--- src/hw/epp_consts.svh ---
// Constants for the parallel port cycle engine
`ifndef EPP_CONSTS_SVH
`define EPP_CONSTS_SVH
`define EPP_CLK_MHZ 125
`define EPP_TIMEOUT_NS 10000
`define EPP_TIMEOUT_CYC ((`EPP_TIMEOUT_NS * `EPP_CLK_MHZ) / 1000)
`define EPP_REG_CTRL 4'h0
`define EPP_REG_STATUS 4'h1
`define EPP_REG_DATA 4'h2
`define EPP_REG_ADDR 4'h3
`define EPP_REG_LAST 4'h4
`define EPP_CTRL_DIR_BIT 5
`define EPP_CTRL_NWRITE_BIT 1
`define EPP_CTRL_RESET_BIT 2
`define EPP_STAT_TIMEOUT_BIT 0
`define EPP_STAT_INTR_BIT 1
`define EPP_STAT_BUSY_BIT 2
`define EPP_CTRL_RESET_VAL 8'h04
`endif

--- src/hw/epp_pkg.sv ---
// Types for the parallel port cycle engine
package epp_pkg;
    typedef enum logic [2:0] {
        EPP_IDLE,
        EPP_STROBE,
        EPP_HOLD,
        EPP_ABORT
    } epp_state_t;
endpackage : epp_pkg

--- src/hw/epp_sync.sv ---
// Two-stage synchroniser for asynchronous pin inputs
`timescale 1ns/10ps
module epp_sync #(
    parameter int WIDTH = 1,
    parameter logic [WIDTH-1:0] INIT = '0
) (
    input wire logic clk,
    input wire logic nrst,
    input wire logic [WIDTH-1:0] d,
    output logic [WIDTH-1:0] q
);
    logic [WIDTH-1:0] meta;

    always_ff @(posedge clk or negedge nrst) begin
        if (!nrst) begin
            meta <= INIT;
            q <= INIT;
        end else begin
            meta <= d;
            q <= meta;
        end
    end
endmodule : epp_sync

--- src/hw/epp_cycle_engine.sv ---
// EPP 1.7 cycle engine between a host register port and a parallel port
// Function
// RULE1: Software clears the direction bit before a write, asserting nwrite.
// RULE2: A host write to a port register drives the byte onto the port bus.
// RULE3: During a write, a strobe asserts once port data and nwrite are valid.
// RULE4: Ready is held low while wait is asserted, released on wait or timeout.
// RULE5: Ending host write drops the strobe and latches the host byte.
// RULE6: Software sets the direction bit before a read, floating the port bus.
// RULE7: A host read asserts a strobe with bus floated, direction high.
// RULE8: Peripheral drives read data then deasserts wait.
// RULE9: Ending host read drops the active strobe.
// RULE10: Peripheral floats the port bus after the read strobe ends.
// RULE11: After a cycle nwrite, direction and drive enable may change.
// RULE12: A cycle completes only once wait is high; low wait stretches it.
// RULE13: Peripheral drives wait high to acknowledge, low when ready.
// RULE14: Interrupt input is active high, rising-edge, passed uninverted.
// RULE15: An active-low reset output returns the peripheral to initial mode.
// RULE16: Direction output low for write, high for read.
// RULE17: Direction output low by default, high on direction bit or read.
// RULE18: During a cycle only nwrite may be overridden by the control register; the direction bit also overrides direction and drive enable.
// RULE19: Software keeps the direction bit low for correct writes.
// RULE20: Address strobe marks address cycles, data strobe marks data cycles.
// RULE21: Watchdog aborts a cycle whose host strobe lasts over 10 us.
// RULE22: A timeout is reported in status bit 0.
// RULE23: Software clears control bits 0, 1 and 3 before any cycle.
// RULE24: Wait and interrupt inputs are synchronised before use.
`timescale 1ns/10ps
`include "epp_consts.svh"
module epp_cycle_engine
    import epp_pkg::*;
#(
    parameter int TIMEOUT_CYC = `EPP_TIMEOUT_CYC,
    parameter int ADDR_W = 4
) (
    input wire logic clk,
    input wire logic nrst,
    input wire logic [ADDR_W-1:0] reg_addr,
    input wire logic [7:0] reg_wdata,
    input wire logic reg_wr,
    input wire logic reg_rd,
    output logic [7:0] reg_rdata,
    output logic reg_ready,
    input wire logic [7:0] port_data_bus_in,
    output logic [7:0] port_data_bus_out,
    output logic port_data_drive_en,
    output logic n_write,
    output logic n_data_stb,
    output logic n_addr_stb,
    output logic n_periph_reset,
    output logic port_direction_out,
    input wire logic n_wait,
    input wire logic intr_in,
    output logic intr_out
);
    // ----------------------------------------
    // Parameter checks
    // ----------------------------------------
    if (TIMEOUT_CYC < 2) begin : g_bad_timeout
        $error("TIMEOUT_CYC must be at least 2");
    end
    if (ADDR_W < 3) begin : g_bad_addr_w
        $error("ADDR_W must be at least 3");
    end

    localparam int CNT_W = $clog2(TIMEOUT_CYC + 1);
    localparam logic [CNT_W-1:0] TIMEOUT_LIM = CNT_W'(TIMEOUT_CYC);

    // ----------------------------------------
    // Address decoding
    // ----------------------------------------
    function automatic logic addr_is(input logic [ADDR_W-1:0] a, input logic [3:0] off);
        addr_is = (a == ADDR_W'(off));
    endfunction : addr_is

    wire logic sel_ctrl = addr_is(reg_addr, `EPP_REG_CTRL);
    wire logic sel_stat = addr_is(reg_addr, `EPP_REG_STATUS);
    wire logic sel_data = addr_is(reg_addr, `EPP_REG_DATA);
    wire logic sel_addr = addr_is(reg_addr, `EPP_REG_ADDR);
    wire logic sel_port = sel_data | sel_addr;

    // ----------------------------------------
    // Pin synchronisers
    // ----------------------------------------
    logic wait_n_s;
    logic intr_s;
    logic [7:0] port_data_s;
    // RULE24 Sync wait input
    epp_sync #(.WIDTH(1), .INIT(1'b0)) u_sync_wait (
        .clk(clk),
        .nrst(nrst),
        .d(n_wait),
        .q(wait_n_s)
    );
    // RULE24 Sync interrupt input
    epp_sync #(.WIDTH(1), .INIT(1'b0)) u_sync_intr (
        .clk(clk),
        .nrst(nrst),
        .d(intr_in),
        .q(intr_s)
    );
    // Sync port data input
    epp_sync #(.WIDTH(8), .INIT(8'h00)) u_sync_data (
        .clk(clk),
        .nrst(nrst),
        .d(port_data_bus_in),
        .q(port_data_s)
    );

    // ----------------------------------------
    // State and registers
    // ----------------------------------------
    epp_state_t state;
    epp_state_t next_state;
    logic [7:0] ctrl;
    logic [7:0] next_ctrl;
    logic timeout_flag;
    logic next_timeout_flag;
    logic intr_seen;
    logic intr_prev;
    logic [CNT_W-1:0] wd_cnt;
    logic [CNT_W-1:0] next_wd_cnt;
    logic cyc_read;
    logic cyc_addr;
    logic [7:0] next_rdata;
    logic [7:0] next_port_out;

    wire logic ctrl_dir = ctrl[`EPP_CTRL_DIR_BIT];
    wire logic in_cycle = (state == EPP_STROBE) || (state == EPP_HOLD);
    wire logic wd_expired = (wd_cnt >= TIMEOUT_LIM);

    // ----------------------------------------
    // Host cycle decoding
    // ----------------------------------------
    // A host cycle to a port register is one strobe; the engine runs the
    // peripheral handshake and answers once wait goes high or on timeout.
    wire logic port_wr = reg_wr && sel_port && (state == EPP_IDLE);
    wire logic port_rd = reg_rd && sel_port && (state == EPP_IDLE);
    // RULE12 Complete on wait high
    wire logic wait_done = wait_n_s;
    wire logic cyc_end = (state == EPP_HOLD) && (wait_done || wd_expired);

    // RULE4 Ready held low while waiting
    assign reg_ready = !(in_cycle || port_wr || port_rd);

    // ----------------------------------------
    // Next state
    // ----------------------------------------
    always_comb begin
        next_state = state;
        case (state)
            EPP_IDLE: begin
                if (port_wr || port_rd) begin
                    next_state = EPP_STROBE;
                end
            end
            EPP_STROBE: begin
                next_state = EPP_HOLD;
            end
            EPP_HOLD: begin
                // RULE21 Watchdog abort
                if (wd_expired && !wait_done) begin
                    next_state = EPP_ABORT;
                end else if (wait_done) begin
                    next_state = EPP_IDLE;
                end
            end
            EPP_ABORT: begin
                next_state = EPP_IDLE;
            end
            default: begin
                next_state = EPP_IDLE;
            end
        endcase
    end

    // RULE21 Watchdog counter
    assign next_wd_cnt = in_cycle ? (wd_expired ? wd_cnt : wd_cnt + CNT_W'(1)) : '0;

    // RULE22 Timeout status, set wins over clear
    wire logic to_set = (state == EPP_HOLD) && wd_expired && !wait_done;
    wire logic to_clr = reg_wr && sel_stat && reg_wdata[`EPP_STAT_TIMEOUT_BIT];
    assign next_timeout_flag = to_set | (timeout_flag & ~to_clr);

    assign next_ctrl = (reg_wr && sel_ctrl) ? reg_wdata : ctrl;

    // RULE5 Latch host byte for port bus
    assign next_port_out = port_wr ? reg_wdata : port_data_bus_out;

    // ----------------------------------------
    // Read data
    // ----------------------------------------
    logic [7:0] stat_word;
    always_comb begin
        stat_word = 8'h00;
        stat_word[`EPP_STAT_TIMEOUT_BIT] = timeout_flag;
        stat_word[`EPP_STAT_INTR_BIT] = intr_s;
        stat_word[`EPP_STAT_BUSY_BIT] = in_cycle;
    end
    always_comb begin
        next_rdata = 8'h00;
        if (reg_rd && sel_ctrl) begin
            next_rdata = ctrl;
        end else if (reg_rd && sel_stat) begin
            next_rdata = stat_word;
        end else if (cyc_end && cyc_read) begin
            next_rdata = port_data_s;
        end
    end

    // ----------------------------------------
    // Registers
    // ----------------------------------------
    always_ff @(posedge clk or negedge nrst) begin
        if (!nrst) begin
            state <= EPP_IDLE;
            ctrl <= `EPP_CTRL_RESET_VAL;
            timeout_flag <= 1'b0;
            wd_cnt <= '0;
            reg_rdata <= 8'h00;
            port_data_bus_out <= 8'h00;
        end else begin
            state <= next_state;
            ctrl <= next_ctrl;
            timeout_flag <= next_timeout_flag;
            wd_cnt <= next_wd_cnt;
            reg_rdata <= next_rdata;
            port_data_bus_out <= next_port_out;
        end
    end

    // RULE20 Capture cycle kind
    always_ff @(posedge clk or negedge nrst) begin
        if (!nrst) begin
            cyc_read <= 1'b0;
            cyc_addr <= 1'b0;
        end else if (port_wr || port_rd) begin
            cyc_read <= port_rd;
            cyc_addr <= sel_addr;
        end
    end

    // ----------------------------------------
    // Port outputs
    // ----------------------------------------
    // RULE3 Strobe during cycle
    // RULE9 Strobe drops at end
    wire logic stb_on = in_cycle;
    // RULE20 Address or data strobe
    assign n_addr_stb = !(stb_on && cyc_addr);
    assign n_data_stb = !(stb_on && !cyc_addr);
    // RULE17 Direction follows control bit or read
    wire logic dir_hi = ctrl_dir || (in_cycle && cyc_read);
    // RULE16 Direction encoding
    assign port_direction_out = dir_hi;
    // RULE2 Drive port bus on write
    // RULE7 Float bus during read
    // RULE11 Enable follows direction between cycles
    assign port_data_drive_en = !dir_hi;
    // RULE18 nwrite overridden by control bit 1 and by the direction bit
    assign n_write = dir_hi || ctrl[`EPP_CTRL_NWRITE_BIT];
    // RULE15 Peripheral reset output
    assign n_periph_reset = ctrl[`EPP_CTRL_RESET_BIT];

    // ----------------------------------------
    // Interrupt pass-through
    // ----------------------------------------
    // RULE14 Uninverted interrupt with edge note
    always_ff @(posedge clk or negedge nrst) begin
        if (!nrst) begin
            intr_prev <= 1'b0;
            intr_seen <= 1'b0;
        end else begin
            intr_prev <= intr_s;
            intr_seen <= intr_s && !intr_prev;
        end
    end
    assign intr_out = intr_s | intr_seen;
endmodule : epp_cycle_engine

--- config.mk ---
export PLATFORM = sky130hd
export DESIGN_NAME = epp_cycle_engine
export DESIGN_NICKNAME = d
export VERILOG_FILES = /design/src/hw/epp_pkg.sv /design/src/hw/epp_sync.sv /design/src/hw/epp_cycle_engine.sv
export VERILOG_INCLUDE_DIRS = /design/src /design/src/hw
export SDC_FILE = /design/constraint.sdc
export NUM_CORES = 1
export LEC_CHECK = 0
export BUFFER_PORTS_ARGS = -buffer_cell sky130_fd_sc_hd__buf_2
export CORE_AREA = 8 8 74 76
export CTS_BUF_LIST = sky130_fd_sc_hd__clkbuf_4
export CTS_CLUSTER_SIZE = 12
export DETAILED_ROUTE_END_ITERATION = 12
export DIE_AREA = 0 0 82 84
export PLACE_DENSITY = 0.84
export SLEW_MARGIN = 20
export SYNTH_ARGS = -nofsm -noshare
export SYNTH_HDL_FRONTEND = slang
export SYNTH_SLANG_ARGS = --single-unit
--- constraint.sdc ---
create_clock -name clk -period 2.8 [get_ports clk]
set_input_delay 0.14 -clock clk [delete_from_list [all_inputs] [get_ports clk]]
set_output_delay 0.14 -clock clk [all_outputs]
set_load 0.005 [all_outputs]
==> flow_summary_export.csv <==
group,metric,value,unit
route,remaining_drc_errors,0,
die,placement_rows,24,
grt,grt_max_degree,44,
timing,setup_viol,0,
synthesis,synth_ff_type,"dfrtp_1",
setup_path,required,2660,ps
timing,fmax,474,MHz
timing,worst_slew_pin_slew,742,ps
die,core-area,4260,µm²
synthesis,ys_ff_latch,62,
setup_path,r2r_slack,750,ps
power_and_ir_drop,finalPower,2500,µW
placement,hpwl,3.52,mm
die,pin_count,50,
final_layout,multiInputGateArea,917,µm²
clocking,tritoncts,"done",
clocking,clk_latency,390,ps
final_layout,seq_area,1550,µm²
timing,fin_tns_setup,0,ps
setup_path,cp_top_family,"adder cells",
final_layout,layout.cells.non_filler,325,
die,fp.dieW,82,µm
run_status,outcome,"finished clean",
final_layout,final_core_utilization,0.751,
synthesis,async_flop_share,1.00,
route,vias,1808,
clocking,clkSinkCount,62,
clocking,clock_path_buffers,2,
route,drt-initial-drc-count,102,
synthesis,syn-mean-instance-area,13.3,µm²
setup_path,worst-path-max-fanout,14,
placement,numPortBuffers,49,
setup_path,path_cells,"inv_1, ha_1, a21oi_1, nand2b_1, buf_2",
die,start_util,0.590,
die,die_h,84,µm
setup_path,cp_slowest_stage_delay,490,ps
synthesis,synthCells,189,
clocking,cts_root_buffer,"clkbuf_4",
grt,grt_pass1_wl,9.60,mm
route,drt_wl_total,5.66,mm
final_layout,fin_nets,300,
timing,skew,9.94,ps
timing,period_needed,2110,ps
timing,slew_headroom,0.503,
power_and_ir_drop,irDropWorstVdd,0.602,mV
clocking,cts_buffers,9,
grt,antenna_found_initial,0,
final_layout,n_fill_cell,272,
synthesis,yosysSeqAreaShare,0.617,
clocking,post_cts_buffers,0,
synthesis,synth_top_area_frac,0.607,
placement,dp_cells,288,
synthesis,yosysWarnings,0,
synthesis,yosys.area.top_type,"dfrtp_1",
grt,first_global_vias,2000,
die,die-area,6890,µm²
power_and_ir_drop,p_leak,0.00151,µW
timing,slew_viol_final,0,
final_layout,antenna_cells,0,
route,ant_nets,0,
clocking,cts_max_level,3,
flow_run,cap_violations,0,
timing,rsz0062_at_grt,"false",
grt,grt_usage,0.183,
clocking,path_clk_slew,100,ps
synthesis,yosysUniqueCellTypes,43,
route,vias_per_cell,5.56,
final_layout,drive_above_1_share,0.344,
power_and_ir_drop,power_density,782,nW/µm²
timing,period_share,0.754,
synthesis,synthesis.area,2510,µm²
synthesis,synthTopCellsByArea,"dfrtp_1 (61%), mux2_2 (7.2%), ha_1 (2.5%), a22o_1 (2.1%), mux2i_1 (2.0%)",
synthesis,synth-edff-count,0,
grt,gr-total-overflow,0,
setup_path,arrival,1970,ps
synthesis,syn_nets,220,
setup_path,setup.worst_path.start_class,"flop",
route,wl_per_cell,17.4,µm
timing,hold_viol_final,0,
setup_path,crit_path_end_kind,"primary output",
setup_path,cpMaxStageDelayCell,"ha_1",
placement,gp_congestion,0.884,
route,dr.pass1.iters,4,
min_path,min_path_type,"in -> reg",
setup_path,crit_buf_inv,2,
setup_path,path_class,"reg -> out",
final_layout,areaGrowthSynthToFinish,27.3,%
worst paths after layout:
kind | cells past startpoint | end | from
setup / recovery | 5 | n_write | state[0]
hold reg to reg | 0 | u_sync_data.q[5] | u_sync_data.meta[5]
max in group asynchronous | 3 | ctrl[2] | nrst
hold / removal | 3 | reg_rdata[2] | reg_addr[1]
setup reg to reg | 6 | cyc_addr | state[0]
min in group asynchronous | 2 | timeout_flag | nrst
through the flow:
stage               area (µm²)  hold slack, ps  setup slack (ps)
floorplan                 2510            -156              1070
detailed placement        2820             115               938
CTS                       3200             117               718
global placement          2820             111               992
finish                    3200             146               689
global route              3200             136               493
worst reg2reg max path, cell delays in order (launching register included):
cell	delay (ps)
dfrtp_1	430
inv_1	130
ha_1	200
and4bb_2	280
nand2_1	90
o41ai_1	300
dlygate4sd3_1	590
sequential cells by signal, summed over array words and instances, names as in the netlist:
register	count
ctrl	8
cyc_addr	1
cyc_read	1
intr_prev	1
intr_seen	1
port_data_bus_out	8
reg_rdata	8
state	2
timeout_flag	1
u_sync_data.meta	8
u_sync_data.q	8
u_sync_intr.meta	1
u_sync_intr.q	1
u_sync_wait.meta	1
u_sync_wait.q	1
wd_cnt	11
logic make-up after synthesis:
group           Yosys count  share of synthesized area
compound gates           36                      0.124
xor+xnor                  6                     0.0209
fa+ha+maj                 5                     0.0249
buf+inv                  12                     0.0179
flops                    62                      0.617
mux                      21                     0.0915
simple gates             47                      0.103
cells in the final DEF (no fill, tap or decap), drive strengths merged, types with 3 or more instances in the layout:
master / instances
a211oi: 3
a21oi: 4
a22o: 6
buf: 50
clkbuf: 10
dfrtp: 61
dlygate4sd3: 22
ha: 5
inv: 10
mux2: 16
mux2i: 5
nand2: 12
nand2b: 4
nand3: 6
nor2: 8
o21ai: 6
o2bb2ai: 3
xnor2: 5
routing by layer:
metal	track usage	wire length [µm]	share of wire
met3	0.0776	397	0.070
met4	0.0735	106	0.019
met2	0.293	2950	0.52
met5	0	0	0
met1	0.206	2210	0.39
area by class of cell:
cell class              instances  share of cell area
clock inverters                 5              0.0262
well taps                      52              0.0203
repair buffers                 72               0.148
clock buffers                  10              0.0235
inverters                       9              0.0106
multi-input cells             115               0.287
flip-flops and latches         62               0.485
repair_timing:
item / in CTS / in global routing
hold buffers: 22 / 0
setup endpoints to repair: 0 / 0
resized for setup: 0 / 0
endpoints found under the hold margin: 47 / 0
synth_stat cells, types with 5 or more instances:
master	instances
a22o_1	6
dfrtp_1	61
ha_1	5
inv_1	9
mux2_2	16
mux2i_1	5
nand2_1	12
nand3_1	6
nor2_1	8
o21ai_0	5
xnor2_1	5
where the power goes:
group          internal, µW  switching [µW]
Sequential             1050             102
Clock                   371             326
Combinational           316             343
Total                  1730             772
(Power assumes the default switching activity.)
